**src/verilog/toc_pkg.sv**
```systemverilog
package toc_pkg;

	// ------------------------------------------------------------
	// register map (byte-wide registers on the plain port)
	// ------------------------------------------------------------
	localparam int TOC_ADDR_W = 4;
	localparam logic [3:0] TOC_REG_MODE = 4'h0;
	localparam logic [3:0] TOC_REG_ACTION = 4'h1;
	localparam logic [3:0] TOC_REG_FORCE = 4'h2;
	localparam logic [3:0] TOC_REG_IRQEN = 4'h3;
	localparam logic [3:0] TOC_REG_FLAGS = 4'h4;
	localparam logic [3:0] TOC_REG_CMPA_LO = 4'h5;
	localparam logic [3:0] TOC_REG_CMPA_HI = 4'h6;
	localparam logic [3:0] TOC_REG_CMPB_LO = 4'h7;
	localparam logic [3:0] TOC_REG_CMPB_HI = 4'h8;

	// ------------------------------------------------------------
	// field positions and widths
	// ------------------------------------------------------------
	localparam int TOC_NCH = 2;
	localparam int TOC_ACT_W = 2;
	localparam int TOC_ACT_B_POS = 2;

	// ------------------------------------------------------------
	// waveform mode selection values
	// ------------------------------------------------------------
	localparam logic [3:0] TOC_WGM_NORMAL = 4'h0;
	localparam logic [3:0] TOC_WGM_CTC_A = 4'h4;
	localparam logic [3:0] TOC_WGM_CTC_CAP = 4'hc;
	localparam logic [3:0] TOC_WGM_RESERVED = 4'hd;
	localparam logic [3:0] TOC_WGM_FAST_8 = 4'h5;
	localparam logic [3:0] TOC_WGM_FAST_9 = 4'h6;
	localparam logic [3:0] TOC_WGM_FAST_10 = 4'h7;
	localparam logic [3:0] TOC_WGM_FAST_CAP = 4'he;
	localparam logic [3:0] TOC_WGM_FAST_A = 4'hf;
	localparam logic [3:0] TOC_WGM_PFC_A = 4'h9;
	localparam logic [3:0] TOC_WGM_PC_A = 4'hb;

	// ------------------------------------------------------------
	// output action selection codes
	// ------------------------------------------------------------
	localparam logic [1:0] TOC_ACT_NONE = 2'h0;
	localparam logic [1:0] TOC_ACT_TOGGLE = 2'h1;
	localparam logic [1:0] TOC_ACT_CLEAR = 2'h2;
	localparam logic [1:0] TOC_ACT_SET = 2'h3;

	// ------------------------------------------------------------
	// reset values
	// ------------------------------------------------------------
	localparam logic [15:0] TOC_CMP_RST = 16'h0000;
	localparam logic [7:0] TOC_BYTE_RST = 8'h00;
	localparam logic [3:0] TOC_MODE_RST = 4'h0;

	// ------------------------------------------------------------
	// whole state of the unit
	// ------------------------------------------------------------
	typedef struct packed {
		logic [3:0] mode;
		logic [1:0][1:0] act;
		logic [1:0][15:0] cmp_act;
		logic [1:0][15:0] cmp_buf;
		logic [7:0] temp;
		logic [1:0] irq_en;
		logic [1:0] flag;
		logic [1:0] pend;
		logic block;
		logic [1:0] ocs;
		logic [7:0] rdata;
		logic [1:0] irq;
		logic [1:0] pin_out;
		logic [1:0] pin_oe;
		logic [15:0] top_value;
		logic top_from_a;
		logic top_match;
	} toc_state_s;

	localparam toc_state_s TOC_STATE_RST = '{
		mode: TOC_MODE_RST,
		act: '{TOC_ACT_NONE, TOC_ACT_NONE},
		cmp_act: '{TOC_CMP_RST, TOC_CMP_RST},
		cmp_buf: '{TOC_CMP_RST, TOC_CMP_RST},
		temp: TOC_BYTE_RST,
		irq_en: 2'h0,
		flag: 2'h0,
		pend: 2'h0,
		block: 1'b0,
		ocs: 2'h0,
		rdata: TOC_BYTE_RST,
		irq: 2'h0,
		pin_out: 2'h0,
		pin_oe: 2'h0,
		top_value: TOC_CMP_RST,
		top_from_a: 1'b0,
		top_match: 1'b0
	};

endpackage : toc_pkg

```
**src/verilog/toc_unit.sv**
```systemverilog
`timescale 1ns/10ps

module toc_unit
	import toc_pkg::*;
(
	input wire logic clk_i,
	input wire logic resetn_i,
	input wire logic [TOC_ADDR_W-1:0] reg_addr_i,
	input wire logic [7:0] reg_wdata_i,
	input wire logic reg_wr_i,
	input wire logic reg_rd_i,
	output logic [7:0] reg_rdata_o,
	input wire logic [15:0] counter_value_i,
	input wire logic timer_tick_i,
	input wire logic counter_at_top_i,
	input wire logic counter_at_bottom_i,
	input wire logic counter_write_i,
	input wire logic [1:0] irq_ack_i,
	input wire logic [1:0] port_data_i,
	input wire logic [1:0] pin_direction_bit_i,
	output logic [1:0] pin_out_o,
	output logic [1:0] pin_oe_o,
	output logic [1:0] irq_o,
	output logic [3:0] waveform_mode_sel_o,
	output logic [15:0] top_value_o,
	output logic top_from_a_o,
	output logic top_match_o
);

	// ------------------------------------------------------------
	// mode decoding
	// ------------------------------------------------------------

	// twelve PWM modes: everything except normal, both ctc and reserved
	function automatic logic is_pwm(input logic [3:0] m);
		is_pwm = !(m == TOC_WGM_NORMAL || m == TOC_WGM_CTC_A ||
			m == TOC_WGM_CTC_CAP || m == TOC_WGM_RESERVED);
	endfunction : is_pwm

	// single-slope modes
	function automatic logic is_fast(input logic [3:0] m);
		is_fast = (m == TOC_WGM_FAST_8 || m == TOC_WGM_FAST_9 ||
			m == TOC_WGM_FAST_10 || m == TOC_WGM_FAST_CAP ||
			m == TOC_WGM_FAST_A);
	endfunction : is_fast

	// modes whose TOP is channel A's compare value
	function automatic logic a_is_top(input logic [3:0] m);
		a_is_top = (m == TOC_WGM_CTC_A || m == TOC_WGM_FAST_A ||
			m == TOC_WGM_PFC_A || m == TOC_WGM_PC_A);
	endfunction : a_is_top

	// non-PWM reaction of an output state to a match or a force
	function automatic logic plain_action(input logic [1:0] a, input logic s);
		case (a)
			TOC_ACT_TOGGLE: plain_action = ~s;
			TOC_ACT_CLEAR: plain_action = 1'b0;
			TOC_ACT_SET: plain_action = 1'b1;
			default: plain_action = s;
		endcase
	endfunction : plain_action

	// ------------------------------------------------------------
	// state
	// ------------------------------------------------------------
	toc_state_s q;
	toc_state_s d;
	logic [1:0] equal;
	logic [1:0] real_match;
	logic pwm;
	logic fast;

	assign pwm = is_pwm(q.mode);
	assign fast = is_fast(q.mode);

	// ------------------------------------------------------------
	// comparators, one per channel
	// ------------------------------------------------------------
	genvar ch;
	generate
		for (ch = 0; ch < TOC_NCH; ch++) begin : g_cmp
			// full-width compare, evaluated every cycle
			assign equal[ch] = (counter_value_i == q.cmp_act[ch]);
			// a counter write blanks the next tick, even a TOP hit
			assign real_match[ch] = timer_tick_i & equal[ch] & ~q.block;
		end
	endgenerate

	// ------------------------------------------------------------
	// next-state logic
	// ------------------------------------------------------------
	always_comb begin
		logic [15:0] wr_val;
		logic buf_load;
		logic [7:0] rd_val;
		wr_val = {q.temp, reg_wdata_i};
		buf_load = 1'b0;
		rd_val = TOC_BYTE_RST;
		d = q;

		// blocking window: armed by a counter write, spent by the next tick;
		// held while the timer is stopped so the first real tick is covered
		if (counter_write_i) begin
			d.block = 1'b1;
		end else if (timer_tick_i) begin
			d.block = 1'b0;
		end

		// buffered compare copies over at TOP for single slope, else BOTTOM
		if (pwm && timer_tick_i) begin
			buf_load = fast ? counter_at_top_i : counter_at_bottom_i;
		end
		if (buf_load) begin
			d.cmp_act = q.cmp_buf;
		end

		for (int i = 0; i < TOC_NCH; i++) begin
			// match seen on one tick, flag lands on the next one
			if (timer_tick_i) begin
				d.pend[i] = real_match[i];
			end
			// clears first so a same-cycle set still wins
			if (irq_ack_i[i]) begin
				d.flag[i] = 1'b0;
			end
			if (reg_wr_i && reg_addr_i == TOC_REG_FLAGS && reg_wdata_i[i]) begin
				d.flag[i] = 1'b0;
			end
			if (timer_tick_i && q.pend[i]) begin
				d.flag[i] = 1'b1;
			end

			// output state update on a real match; action read live
			if (real_match[i]) begin
				if (!pwm) begin
					d.ocs[i] = plain_action(q.act[i], q.ocs[i]);
				end else begin
					case (q.act[i])
						TOC_ACT_CLEAR: d.ocs[i] = 1'b0;
						TOC_ACT_SET: d.ocs[i] = 1'b1;
						// toggle only meaningful on channel A
						TOC_ACT_TOGGLE: d.ocs[i] = (i == 0) ? ~q.ocs[i] : q.ocs[i];
						default: d.ocs[i] = q.ocs[i];
					endcase
				end
			end
			// single slope: BOTTOM restores the idle level of the pulse
			if (fast && timer_tick_i && counter_at_bottom_i) begin
				if (q.act[i] == TOC_ACT_CLEAR) begin
					d.ocs[i] = 1'b1;
				end else if (q.act[i] == TOC_ACT_SET) begin
					d.ocs[i] = 1'b0;
				end
			end
			// force strobe: output only, no flag, no counter clear
			if (reg_wr_i && reg_addr_i == TOC_REG_FORCE && reg_wdata_i[i] && !pwm) begin
				d.ocs[i] = plain_action(q.act[i], q.ocs[i]);
			end
		end

		// ---------------- register writes ----------------
		if (reg_wr_i) begin
			case (reg_addr_i)
				// mode change leaves output states untouched
				TOC_REG_MODE: d.mode = reg_wdata_i[3:0];
				TOC_REG_ACTION: begin
					d.act[0] = reg_wdata_i[TOC_ACT_W-1:0];
					d.act[1] = reg_wdata_i[TOC_ACT_B_POS +: TOC_ACT_W];
				end
				TOC_REG_IRQEN: d.irq_en = reg_wdata_i[1:0];
				// high bytes only load the shared latch
				TOC_REG_CMPA_HI, TOC_REG_CMPB_HI: d.temp = reg_wdata_i;
				TOC_REG_CMPA_LO: begin
					if (pwm) begin
						d.cmp_buf[0] = wr_val;
					end else begin
						d.cmp_act[0] = wr_val;
					end
				end
				TOC_REG_CMPB_LO: begin
					if (pwm) begin
						d.cmp_buf[1] = wr_val;
					end else begin
						d.cmp_act[1] = wr_val;
					end
				end
				default: ;
			endcase
		end

		// ---------------- register reads ----------------
		// compare bytes come straight from the register, not the latch
		case (reg_addr_i)
			TOC_REG_MODE: rd_val = {4'h0, q.mode};
			TOC_REG_ACTION: rd_val = {4'h0, q.act[1], q.act[0]};
			TOC_REG_IRQEN: rd_val = {6'h00, q.irq_en};
			TOC_REG_FLAGS: rd_val = {6'h00, q.flag};
			TOC_REG_CMPA_LO: rd_val = pwm ? q.cmp_buf[0][7:0] : q.cmp_act[0][7:0];
			TOC_REG_CMPA_HI: rd_val = pwm ? q.cmp_buf[0][15:8] : q.cmp_act[0][15:8];
			TOC_REG_CMPB_LO: rd_val = pwm ? q.cmp_buf[1][7:0] : q.cmp_act[1][7:0];
			TOC_REG_CMPB_HI: rd_val = pwm ? q.cmp_buf[1][15:8] : q.cmp_act[1][15:8];
			default: rd_val = TOC_BYTE_RST;
		endcase
		d.rdata = reg_rd_i ? rd_val : TOC_BYTE_RST;

		// ---------------- registered outputs ----------------
		d.irq = d.flag & d.irq_en;
		for (int i = 0; i < TOC_NCH; i++) begin
			// port override whenever any action bit is set; capture untouched
			d.pin_out[i] = (d.act[i] != TOC_ACT_NONE) ? d.ocs[i] : port_data_i[i];
		end
		d.pin_oe = pin_direction_bit_i;
		d.top_value = d.cmp_act[0];
		d.top_from_a = a_is_top(d.mode);
		d.top_match = real_match[0] & a_is_top(q.mode);
	end

	// ------------------------------------------------------------
	// state register
	// ------------------------------------------------------------
	always_ff @(posedge clk_i) begin
		if (!resetn_i) begin
			q <= TOC_STATE_RST;
		end else begin
			q <= d;
		end
	end

	// outputs straight from the state flops
	assign reg_rdata_o = q.rdata;
	assign pin_out_o = q.pin_out;
	assign pin_oe_o = q.pin_oe;
	assign irq_o = q.irq;
	assign waveform_mode_sel_o = q.mode;
	assign top_value_o = q.top_value;
	assign top_from_a_o = q.top_from_a;
	assign top_match_o = q.top_match;

endmodule : toc_unit

```
**config.mk**
```make
export PLATFORM = sky130hd
export DESIGN_NAME = toc_unit
export DESIGN_NICKNAME = d
export VERILOG_FILES = /design/src/verilog/toc_pkg.sv /design/src/verilog/toc_unit.sv
export SDC_FILE = /design/constraint.sdc
export NUM_CORES = 1
export LEC_CHECK = 0
export ABC_AREA = 1
export BUFFER_PORTS_ARGS = -buffer_cell sky130_fd_sc_hd__buf_2
export CAP_MARGIN = 20
export CORE_ASPECT_RATIO = 1.1
export CORE_MARGIN = 1
export CORE_UTILIZATION = 28
export DETAILED_ROUTE_END_ITERATION = 12
export GPL_TIMING_DRIVEN = 0
export RECOVER_POWER = 25
export SYNTH_ARGS = -nofsm -noshare
export SYNTH_HDL_FRONTEND = slang
export SYNTH_SLANG_ARGS = --single-unit
```
**constraint.sdc**
```tcl
create_clock -name clk_i -period 3.4 [get_ports clk_i]
set_input_delay 0.17 -clock clk_i [delete_from_list [all_inputs] [get_ports clk_i]]
set_output_delay 0.17 -clock clk_i [all_outputs]
set_load 0.01 [all_outputs]
```
# Yosys cells after proc, flatten, opt, wreduce, memory -nomap -nowiden
# Cells that the tools add are included.
[word_totals]
reg_bits = 105
latch_bits = 0
mem_bits_rw = 0
rom_bits = 0
out_inout_bits = 36
n_memories = 0
[op_classes]
addsub = 0
n_mul = 0
div = 0
magnitude_cmp = 0
n_eq_ne = 30
shifts = 0
n_mux = 45
bitwise = 10
reduce_logical = 37
[ops]
columns = ["op", "n"]
rows = [
  ["$mux 16", 8],
  ["$mux 82", 1],
  ["$pmux 8 s8", 1],
  ["$eq 4x4->1 const B", 10],
  ["$mux 8", 5],
  ["$eq 4x3->1 const B", 9],
  ["$eq 16x16->1", 2],
  ["$mux 32", 1],
  ["$mux 1", 23],
  ["$logic_and 1x1->1", 13],
  ["$logic_or 1x1->1", 13],
  ["$eq 2x2->1 const B", 4],
  ["$eq 4x2->1 const B", 2],
  ["$logic_not 4->1", 2],
  ["$mux 4", 2],
  ["$pmux 1 s3", 2],
  ["$reduce_and 3->1", 2],
  ["$reduce_bool 2->1", 3],
  ["$and 1x1->1", 5],
  ["$eq 2x1->1 const B", 2],
  ["$eq 4x1->1 const B", 1],
  ["$not 1->1", 4],
  ["$reduce_and 2->1", 2],
  ["$and 2x2->2", 1],
  ["other kinds (4)", 4],
]

# Depth between registers and ports, before layout
# Gate-level depths: netlist of run 1.
[logic_depth]
word_depth = 15
mapped_depth = 13
depth_no_buf = 13

# Worst setup path after synthesis of run 1
# No wires, ideal clock.
[synth_path]
path_type = "register to register"
startpoint = "register q, in the netlist waveform_mode_sel_o[3]"
endpoint = "register q, in the netlist reg_rdata_o[0]"
setup_ps = 121
arrival_ps = 1329
required_ps = 3279
slack_ps = 1950
stages_incl_launch_ff = 10
path_buffers = 2
period_less_slack_ps = 1450
path_cell_list = "dfxtp_1 -> inv_2 -> nand2_1 -> nand3_2 -> buf_2 -> buf_2 -> o21ai_0 -> nand2_1 -> nor3_1 -> nor2_1"
[synth_between]
elab_chain_len = 6
word_cells_on_any_way = 12
[synth_rtl]
columns = ["item", "line_no", "source"]
rows = [
  ["start: declaration", "toc_unit.sv:66", "toc_state_s q;"],
  ["start signal: assignment", "toc_unit.sv:223", "q <= TOC_STATE_RST;"],
  ["start signal: assignment", "toc_unit.sv:225", "q <= d;"],
  ["$eq 4x3->1 / $logic_not 4->1 (equally long branches)", "toc_unit.sv:36", "is_pwm = !(m == TOC_WGM_NORMAL || m == TOC_WGM_CTC_A ||"],
  ["$logic_or 1x1->1 (2 in a row)", "toc_unit.sv:36", ""],
  ["$logic_or 1x1->1 *", "toc_unit.sv:37", "m == TOC_WGM_CTC_CAP || m == TOC_WGM_RESERVED);"],
  ["$mux 8, on equally long branches", "-", ""],
  ["$pmux 8 s8 *", "toc_unit.sv:193", "case (reg_addr_i)"],
]
# Mark *: on every way between the ends. The rest lies on a longest branch, timed or not.
# A chain may end at the register's enable or synchronous reset.

# Worst setup path after layout of run 1
# Ends and elaborated chain as after synthesis.

==> results of run 1 <==
-- power groups by stage --
stage,Clock (mW),Combinational (mW),Sequential (mW)
after global routing,1.15,0.306,1.28
after global placement,0,0.273,1.30
after detailed placement,0,0.274,1.30
after floorplan,0,0.170,1.29
final,1.10,0.275,1.27
after CTS,1.11,0.277,1.27
-- worst min-delay path by stage --
stage	start	endpoint	cells after the start
6_report	counter_write_i	q[34]$_SDFFE_PN0P_	3
2_1_floorplan	pin_direction_bit_i[0]	pin_oe_o[0]$_SDFF_PN0_	2
3_3_place_gp	pin_direction_bit_i[1]	pin_oe_o[1]$_SDFF_PN0_	3
5_1_grt	counter_write_i	q[34]$_SDFFE_PN0P_	3
4_1_cts	counter_write_i	q[34]$_SDFFE_PN0P_	3
3_5_place_dp	pin_direction_bit_i[1]	pin_oe_o[1]$_SDFF_PN0_	3
-- cell usage after synthesis (5+ instances only) --
master,instances
buf_6,6
o211ai_1,5
nor3_1,13
buf_4,35
o21ai_0,67
xnor2_1,8
dfxtp_1,105
nand3_1,20
a311oi_2,5
nand4_1,7
nand2_1,185
clkbuf_1,15
o21ai_1,9
inv_2,6
inv_1,89
nand2_2,6
a311oi_1,27
nor2_1,119
buf_2,14
a21oi_1,53
o22ai_1,8
-- cell type report --
| cell class | count | share of cell area [%] |
|---|---|---|
| multi-input combinational | 562 | 41.1 |
| sequential | 105 | 31.5 |
| buffer | 70 | 6.85 |
| timing repair buffer | 79 | 5.68 |
| inverter | 97 | 5.48 |
| tap | 252 | 4.73 |
| clock buffer | 10 | 3.58 |
| clock inverter | 6 | 1.09 |
-- metrics by stage --
| stage | power [mW] | instances | setup WS (ns) |
|---|---|---|---|
| after floorplan | 1.46 | 834 | 1.95 |
| after global placement | 1.57 | 1163 | 1.46 |
| after detailed placement | 1.58 | 1163 | 1.45 |
| after CTS | 2.66 | 1181 | 1.44 |
| after global routing | 2.73 | 1181 | 1.33 |
| final | 2.65 | 1181 | 1.38 |
-- cells by family after synthesis --
logic type	share of synthesized area (%)
flops	37.1
buf+inv	14.5
compound gates	20.0
xor+xnor	1.39
simple gates	27.0
-- registers in the layout (all words and copies together), names as in the netlist --
signal	flops
top_value_o	16
reg_rdata_o	8
waveform_mode_sel_o	4
pin_out_o	2
irq_o	2
pin_oe_o	2
top_from_a_o	1
top_match_o	1
q	69
-- per-layer routing --
| layer | wire (um) | GRT usage [%] |
|---|---|---|
| met5 | 0 | 0 |
| met2 | 8870 | 30.7 |
| met4 | 648 | 8.48 |
| met3 | 1010 | 2.28 |
| met1 | 7880 | 22.3 |
-- what timing repair did --
| item | CTS | global route |
|---|---|---|
| buffers inserted | 0 | 0 |
| endpoints found under the setup margin | 0 | 0 |
| resized for setup | 0 | 0 |
| endpoints found under the hold margin | 2 | 0 |
| hold buffers | 2 | 0 |
-- worst max-delay path: stages, from the launching register on --
cell	delay, ns
dfxtp_1	0.37
inv_2	0.07
nand2_1	0.11
nand3_2	0.15
buf_2	0.23
buf_2	0.20
o21ai_0	0.35
nand3_1	0.13
nor3_1	0.23
nor2_1	0.07
==> results.sh, run 1 <==
export IMPL_multi_input_area_sq_um=2740
export IMPL_fmax_mhz=494
export IMPL_critPathKind="flop to flop"
export IMPL_antenna_left=0
export IMPL_wl_per_cell_um=15.6
export IMPL_syn_avg_cell_area_sq_um=6.80
export IMPL_clock_sinks=105
export IMPL_worstPathRequired_ns=3.63
export IMPL_synth_top_area_share_pct=37.1
export IMPL_synth_edf_count=0
export IMPL_grt_antenna_before_repair=0
export IMPL_finalWirelength_um=18400
export IMPL_final_cell_mix="nand2_1, nor2_1, dfxtp_1"
export IMPL_synth_area_leaders="dfxtp_1, nand2_1, nor2_1, o21ai_0, inv_1"
export IMPL_grt_pass1_vias=5213
export IMPL_p_int_mw=1.95
export IMPL_hold_viol=0
export IMPL_ff2ff_path_depth=9
export IMPL_synth_ff_type="dfxtp_1"
export IMPL_track_usage_pct=18.0
export IMPL_finalSetupViolCount=0
export IMPL_ys_warn_count=0
export IMPL_grt_max_degree=19
export IMPL_cts_max_level=3
export IMPL_fin_area_sq_um=6670
export IMPL_syn_instance_count=834
export IMPL_power_frac_seq_pct=48.1
export IMPL_maxCapViolCount=0
export IMPL_worst_pin_slew_ns=0.680
export IMPL_portBuffers=77
export IMPL_hpwl_um=14900
export IMPL_worstHoldPathType="input pin to flop"
export IMPL_numCtsBuffers=9
export IMPL_finalSetupTns_ns=0
export IMPL_rows=54
export IMPL_synth_top_area_cell="dfxtp_1"
export IMPL_p_leak_nw=2.76
export IMPL_reg2reg_slack_ns=1.38
export IMPL_tritoncts="yes"
export IMPL_crit_end="reg_rdata_o[0]$_SDFF_PN0_"
export IMPL_pwr_share_comb_pct=10.4
export IMPL_netSwitchingFraction_pct=26.3
export IMPL_die_area_sq_um=20800
export IMPL_p_clk_share_pct=41.5
export IMPL_slew_headroom_pct=54.7
export IMPL_final_fill_count=2183
export IMPL_drc=0
export IMPL_regToRegStartpoint="waveform_mode_sel_o[3]$_SDFF_PN0_"
export IMPL_crit_path_start="waveform_mode_sel_o[3]$_SDFF_PN0_"
export IMPL_outcome="finished, final reports clean"
export IMPL_p_switching_mw=0.696
export IMPL_seq_area_frac_synth_pct=37.1
export IMPL_layout_nets=966
export IMPL_cp_end_kind="flop"
export IMPL_dpl_cell_area_sq_um=6370
export IMPL_drt_pass1_iter_count=6
export IMPL_post_route_util_pct=33.6
export IMPL_cts_buffer_depth=2
export IMPL_die_y_um=151
export IMPL_grt_pass1_wl_um=28100
export IMPL_layout_commonest_cell="nand2_1"
export IMPL_drtIter0Drc=470
export IMPL_start_kind="flop"
export IMPL_start_util_pct=28.6
export IMPL_viasPerCell=4.84
export IMPL_io_pins=78
export IMPL_overflow=0
export IMPL_ys_types=37
export IMPL_peakVddDrop_v=0.000238
export IMPL_drv_slew=0
export IMPL_critPathMaxFanout=10
export IMPL_gp_congestion=0.929
export IMPL_antenna_cells=0
export IMPL_fin_crit_sh_pct=59.5
export IMPL_r2r_end="reg_rdata_o[0]$_SDFF_PN0_"
export IMPL_synthArstFlopShare_pct=0
export IMPL_coreArea_sq_um=19900
export IMPL_clock_latency_ns=0.35
export IMPL_drive_gt1_share_pct=16.5
export IMPL_fp_dieW_um=138
export IMPL_whs_ns=0.0163
export IMPL_ys_ff_latch=105
export IMPL_syn_num_nets=876
export IMPL_synthesis_area_sq_um=5670
export IMPL_period_minus_slack_ns=2.02
export IMPL_skew_ns=0.00905
export IMPL_critPathArrivalTime_ns=2.25
export IMPL_grt_setup_unrepaired="false"
export IMPL_syn2layout_area_growth_pct=17.6
export IMPL_power_density_nw_per_um2=397
export IMPL_register_area_sq_um=2100
export IMPL_path_clk_slew_ns=0.08
export IMPL_vias=5713
export IMPL_ctsRootBufferMaster="clkbuf_16"
Power figures use the tool's default switching activity.
==> run 2: changes to the inputs <==
ABC_AREA = 0   (was 1)
clock period = 2 ns   (was 3.4 ns; I/O delays follow)
==> run 2 against run 1 <==
Against the previous run:
- fmax up 4.1%
- final area up 0.62%
- clock power up 56%
- non-clock buffer count up 12
- synthesized area down 2.2%
- sequential power up 69%
- via count down 12%
- worst setup slack worse by 1.3 ns
- die area down 2.1%
- final cell count down 16%
- clock skew up 0.00051 ns
==> results.sh, run 2 <==
export IMPL_synth_top_area_cell="dfxtp_1"
export IMPL_synth_commonest_cells="dfxtp_1, nand2_1, nor2_1, mux2i_1, a21oi_1"
export IMPL_clock_sinks=105
export IMPL_start_kind="flop"
export IMPL_ys_warn_count=0
export IMPL_track_usage_pct=17.4
export IMPL_yosysMostFrequentCell="dfxtp_1"
export IMPL_slew_headroom_pct=45.5
export IMPL_crit_slowest_cell="dfxtp_4"
export IMPL_worstPathRequired_ns=2.21
export IMPL_finalWirelength_um=17300
export IMPL_hold_viol=0
export IMPL_vias=5000
export IMPL_worst_pin_slew_ns=0.818
export IMPL_critPathTopFamily="simple AND/OR/NAND/NOR gates"
export IMPL_post_route_util_pct=34.8
export IMPL_cts_buffer_depth=2
export IMPL_synth_top_area_share_pct=37.9
export IMPL_largest_reg_flops=69
export IMPL_layout_commonest_cell="nand2_1"
export IMPL_drv_slew=0
export IMPL_synthArstFlopShare_pct=0
export IMPL_tritoncts="yes"
export IMPL_overflow=0
export IMPL_layout_nets=782
export IMPL_fp_dieW_um=136
export IMPL_p_leak_nw=2.89
export IMPL_finalSetupViolCount=0
export IMPL_die_area_sq_um=20400
export IMPL_cp_cell_sequence="nor2b_1, or3_1, buf_6, or3_4, buf_6, buf_8, nor2_1, a211oi_2"
export IMPL_critPathMaxFanout=10
export IMPL_clock_latency_ns=0.36
export IMPL_fmax_mhz=515
export IMPL_antenna_cells=0
export IMPL_path_clk_slew_ns=0.07
export IMPL_cp_end_kind="flop"
export IMPL_syn_avg_cell_area_sq_um=8.54
export IMPL_viasPerCell=5.04
export IMPL_numCtsBuffers=9
export IMPL_drtIter0Drc=581
export IMPL_period_minus_slack_ns=1.94
export IMPL_start_util_pct=28.8
export IMPL_grt_max_degree=19
export IMPL_rows=53
export IMPL_wl_per_cell_um=17.5
export IMPL_power_density_nw_per_um2=640
export IMPL_grt_pass1_vias=4702
export IMPL_dpl_cell_count=968
export IMPL_final_cell_mix="nand2_1, dfxtp_1, mux2i_1"
export IMPL_worstHoldPathType="input pin to flop"
export IMPL_syn2layout_area_growth_pct=20.9
export IMPL_drt_pass1_iter_count=10
export IMPL_crit_path_frequent_cell="buf_6"
export IMPL_grt_pass1_wl_um=26600
export IMPL_skew_ns=0.00956
export IMPL_reg2reg_slack_ns=0.06
export IMPL_gp_congestion=0.954
export IMPL_hpwl_um=12900
export IMPL_io_pins=78
export IMPL_stdcell_count=992
export IMPL_ys_types=49
export IMPL_die_y_um=150
export IMPL_critPathMaxStageDelay_ns=0.36
export IMPL_cts_max_level=3
export IMPL_grt_antenna_before_repair=0
export IMPL_peakVddDrop_v=0.000505
export IMPL_synth_edf_count=0
export IMPL_coreArea_sq_um=19300
export IMPL_outcome="finished, final reports clean"
export IMPL_regMostFlops="q"
export IMPL_syn_instance_count=650
export IMPL_portBuffers=71
export IMPL_ctsRootBufferMaster="clkbuf_16"
export IMPL_maxCapViolCount=0
export IMPL_ys_ff_latch=105
export IMPL_critPathArrivalTime_ns=2.15
export IMPL_seq_area_frac_synth_pct=37.9
export IMPL_synth_ff_type="dfxtp_1"
export IMPL_synthesis_area_sq_um=5550
export IMPL_crit_buf_inv=3
export IMPL_critPathKind="flop to flop"
export IMPL_fin_crit_sh_pct=97.2
export IMPL_drc=0
export IMPL_syn_num_nets=692
export IMPL_synth_area_leaders="dfxtp_1, mux2i_1, nand2_1, nor2_1, buf_4"
export IMPL_drive_gt1_share_pct=25.0
export IMPL_antenna_left=0
run 2: timing repair:
action / 4_1_cts / 5_1_grt
endpoints found under the setup margin: 63 / 53
endpoints found under the hold margin: 3 / 0
gates cloned: 0 / 0
hold buffers: 3 / 0
resized for setup: 13 / 41
buffers inserted: 0 / 6
pin swaps: 0 / 3
run 2: worst paths after layout:
path                        end                         startpoint  cells past startpoint
max reg2reg    q[99]$_SDFF_PN0_  waveform_mode_sel_o[3]$_SDFF_PN0_                      8
max            q[99]$_SDFF_PN0_  waveform_mode_sel_o[3]$_SDFF_PN0_                      8
min reg2reg  q[63]$_SDFFE_PN0P_                 q[63]$_SDFFE_PN0P_                      2
min          q[72]$_SDFFE_PN0P_                     reg_wdata_i[7]                      3
run 2: area by class of cell:
type / count / area (sq um)
buffer: 81 / 534
clock buffer: 10 / 239
clock inverter: 6 / 48.8
fill: 2019 / 12600
inverter: 3 / 11.3
multi-input combinational: 460 / 3050
sequential: 105 / 2110
tap: 247 / 309
timing repair buffer: 80 / 409
run 2: kinds of logic (layout without fill, tap and decap cells):
group	Yosys count	after routing	synth area share, %
buffers and inverters	85	180	9.04
DFF	105	105	37.9
AOI/OAI and AO/OA	118	118	15.4
muxes	71	71	12.9
and+or+nand+nor	236	236	19.3
xor gates and xnor gates	35	35	5.52
run 2: through the flow:
| step | area, sq um | setup TNS [ns] | hold WS, ns | setup slack, ns | power, mW |
|---|---|---|---|---|---|
| after floorplan | 5550 | 0 | 0.217 | 0.160 | 2.43 |
| after global placement | 6210 | -5.81 | 0.313 | -0.285 | 2.59 |
| after detailed placement | 6210 | -6.61 | 0.311 | -0.306 | 2.59 |
| after CTS | 6560 | 0 | 0.0472 | 0.00772 | 4.31 |
| after global routing | 6710 | -0.0166 | 0.0752 | -0.0166 | 4.45 |
| final | 6710 | 0 | 0.0576 | 0.0565 | 4.29 |
run 2: report_power, final:
| part | total, mW | leakage (nW) | switching [mW] | internal [mW] |
|---|---|---|---|---|
| Combinational | 0.424 | 1.90 | 0.259 | 0.165 |
| Clock | 1.72 | 0.137 | 0.832 | 0.892 |
| Sequential | 2.14 | 0.851 | 0.0301 | 2.11 |
| Total | 4.29 | 2.89 | 1.12 | 3.17 |
run 2: tightest hold or removal path: cells and delay by family:
kind / cells / cell delay (ns)
buffers and inverters: 1 / 0.15
AO/OA/AOI/OAI: 1 / 0.05
AND/OR/NAND/NOR: 1 / 0.07
run 2: metal layers:
layer  vias to the layer above  track usage [%]  wire, um
met5                         -                0         0
met2                       211             28.6      8180
met3                        35             2.68      1160
met4                         0             7.72       589
met1                      2347             22.4      7380
li1                       2407                -         -
==> run 3: changes to the inputs <==
clock period = 1.8 ns   (was 2 ns; I/O delays follow)
==> run 3 against run 2 <==
Against the previous run:
- the flow now finishes with violations (setup timing)
- register-to-register slack got worse by 0.14 ns
- sequential cell count did not move
- first-iteration DRC count fell by 2.8%
- critical path depth down 1
- combinational power increased by 18%
- sequential share of layout area is 1.2 points lower
- worst setup slack worse by 0.14 ns
- final area rose by 3.9%
- highest routed layer unchanged
- largest cell class unchanged
- worst hold slack worse by 0.015 ns
- final cell count grew 0.20%
- total power rose by 17%
==> results.sh, run 3 (synthesized netlist as in run 2, its figures left out) <==
export IMPL_die_area_sq_um=20400
export IMPL_worstPathRequired_ns=2.01
export IMPL_power_density_nw_per_um2=719
export IMPL_finalSetupViolCount=29
export IMPL_syn2layout_area_growth_pct=25.7
export IMPL_pwr_share_comb_pct=10.0
export IMPL_critPathKind="flop to flop"
export IMPL_rows=53
export IMPL_clock_latency_ns=0.36
export IMPL_cts_max_level=3
export IMPL_dpl_cell_area_sq_um=6270
export IMPL_fin_ws_ns=-0.0797
export IMPL_worstHoldPathType="input pin to flop"
export IMPL_layout_nets=784
export IMPL_fp_dieW_um=136
export IMPL_vias=5066
export IMPL_slew_headroom_pct=46.4
export IMPL_crit_slowest_cell="or3_4"
export IMPL_die_y_um=150
export IMPL_p_switching_mw=1.35
export IMPL_multi_input_area_sq_um=3170
export IMPL_grt_setup_unrepaired="true"
export IMPL_grt_pass1_vias=4748
export IMPL_fin_area_sq_um=6970
export IMPL_hpwl_um=13100
export IMPL_finalWirelength_um=18000
export IMPL_layout_commonest_cell="nand2_1"
export IMPL_drive_gt1_share_pct=27.7
export IMPL_final_cell_mix="nand2_1, dfxtp_1, mux2i_1"
export IMPL_dpl_cell_count=968
export IMPL_tritoncts="yes"
export IMPL_track_usage_pct=17.9
export IMPL_drc=0
export IMPL_worst_pin_slew_ns=0.804
export IMPL_drv_slew=0
export IMPL_grt_max_degree=21
export IMPL_post_route_util_pct=36.1
export IMPL_drt_pass1_iter_count=8
export IMPL_io_pins=78
export IMPL_stdcell_count=994
export IMPL_critPathArrivalTime_ns=2.09
export IMPL_fmax_mhz=532
export IMPL_coreArea_sq_um=19300
export IMPL_start_kind="flop"
export IMPL_crit_path_frequent_cell="or3_4"
export IMPL_maxCapViolCount=0
export IMPL_cts_buffer_depth=2
export IMPL_ctsRootBufferMaster="clkbuf_16"
export IMPL_hold_viol=0
export IMPL_grt_antenna_before_repair=1
export IMPL_path_clk_slew_ns=0.08
export IMPL_fin_crit_sh_pct=104
export IMPL_register_area_sq_um=2110
export IMPL_numCtsBuffers=9
export IMPL_antenna_cells=0
export IMPL_failed_checks="setup timing"
export IMPL_netSwitchingFraction_pct=26.8
export IMPL_portBuffers=71
export IMPL_p_leak_nw=2.97
export IMPL_whs_ns=0.0427
export IMPL_largest_reg_flops=69
export IMPL_peakVddDrop_v=0.000378
export IMPL_clock_sinks=105
export IMPL_skew_ns=0.00788
export IMPL_power_frac_seq_pct=47.5
export IMPL_cp_cell_sequence="nor2b_4, or3_4, buf_6, or3_4, buf_12, nor2_2, a211oi_2"
export IMPL_period_minus_slack_ns=1.88
export IMPL_outcome="finished with violations"
export IMPL_regMostFlops="q"
export IMPL_wl_per_cell_um=18.1
export IMPL_final_fill_count=1970
export IMPL_finalPower_mw=5.01
export IMPL_drtIter0Drc=565
export IMPL_antenna_left=0
export IMPL_p_int_mw=3.67
export IMPL_p_clk_share_pct=42.5
export IMPL_grt_pass1_wl_um=27100
export IMPL_finalSetupTns_ns=-1.30
export IMPL_viasPerCell=5.10
export IMPL_critPathMaxStageDelay_ns=0.40
export IMPL_critPathMaxFanout=10
export IMPL_start_util_pct=28.8
export IMPL_place_ws_ns=-0.446
export IMPL_gp_congestion=0.944
export IMPL_overflow=0
export IMPL_cp_end_kind="flop"
[run 3: power by group through the flow]
stage               clock network, mW  registers [mW]  logic, mW
global route                     2.24            2.39      0.540
detailed placement                  0            2.44      0.451
CTS                              2.16            2.38      0.484
floorplan                           0            2.43      0.274
global placement                    0            2.44      0.446
finish                           2.13            2.38      0.502
[run 3: final cells by class]
class	instances	area share, %
plain buffers	78	8.14
clock buffers	9	3.23
clock inverters	7	1.35
inverters	3	0.161
multi-input cells	460	45.4
flip-flops and latches	105	30.3
well taps	247	4.43
repair buffers	85	6.98
[run 3: metal layers]
layer / global-route usage (%) / up-vias / part of all wire [%]
met3: 3.35 / 41 / 6.3
li1: - / 2421 / -
met5: 0 / - / 0
met2: 29.0 / 209 / 47
met4: 9.33 / 0 / 3.9
met1: 22.4 / 2395 / 43
[run 3: critical path, delay by kind of cell (launching register included)]
kind / cells / cell delay [ns]
and+or+nand+nor: 4 / 0.98
DFF: 1 / 0.36
AOI/OAI and AO/OA: 1 / 0.05
buffers and inverters: 2 / 0.34
[run 3: path summary, 6_finish.rpt]
kind | startpoint | end | slack, ns | cells past startpoint
hold / removal | reg_wdata_i[7] | q[72]$_SDFFE_PN0P_ | 0.04 | 3
setup / recovery | waveform_mode_sel_o[3]$_SDFF_PN0_ | q[108]$_SDFF_PN0_ | -0.08 | 7
hold reg to reg | q[63]$_SDFFE_PN0P_ | q[63]$_SDFFE_PN0P_ | 0.47 | 2
setup reg to reg | waveform_mode_sel_o[3]$_SDFF_PN0_ | q[108]$_SDFF_PN0_ | -0.08 | 7
[run 3: timing repair]
item	4_1_cts	5_1_grt
endpoints found under the setup margin	72	49
gates resized for setup	47	31
hold buffers	3	0
setup buffers	5	4
cloned	0	2
pin swaps	2	10
endpoints found under the hold margin	3	0
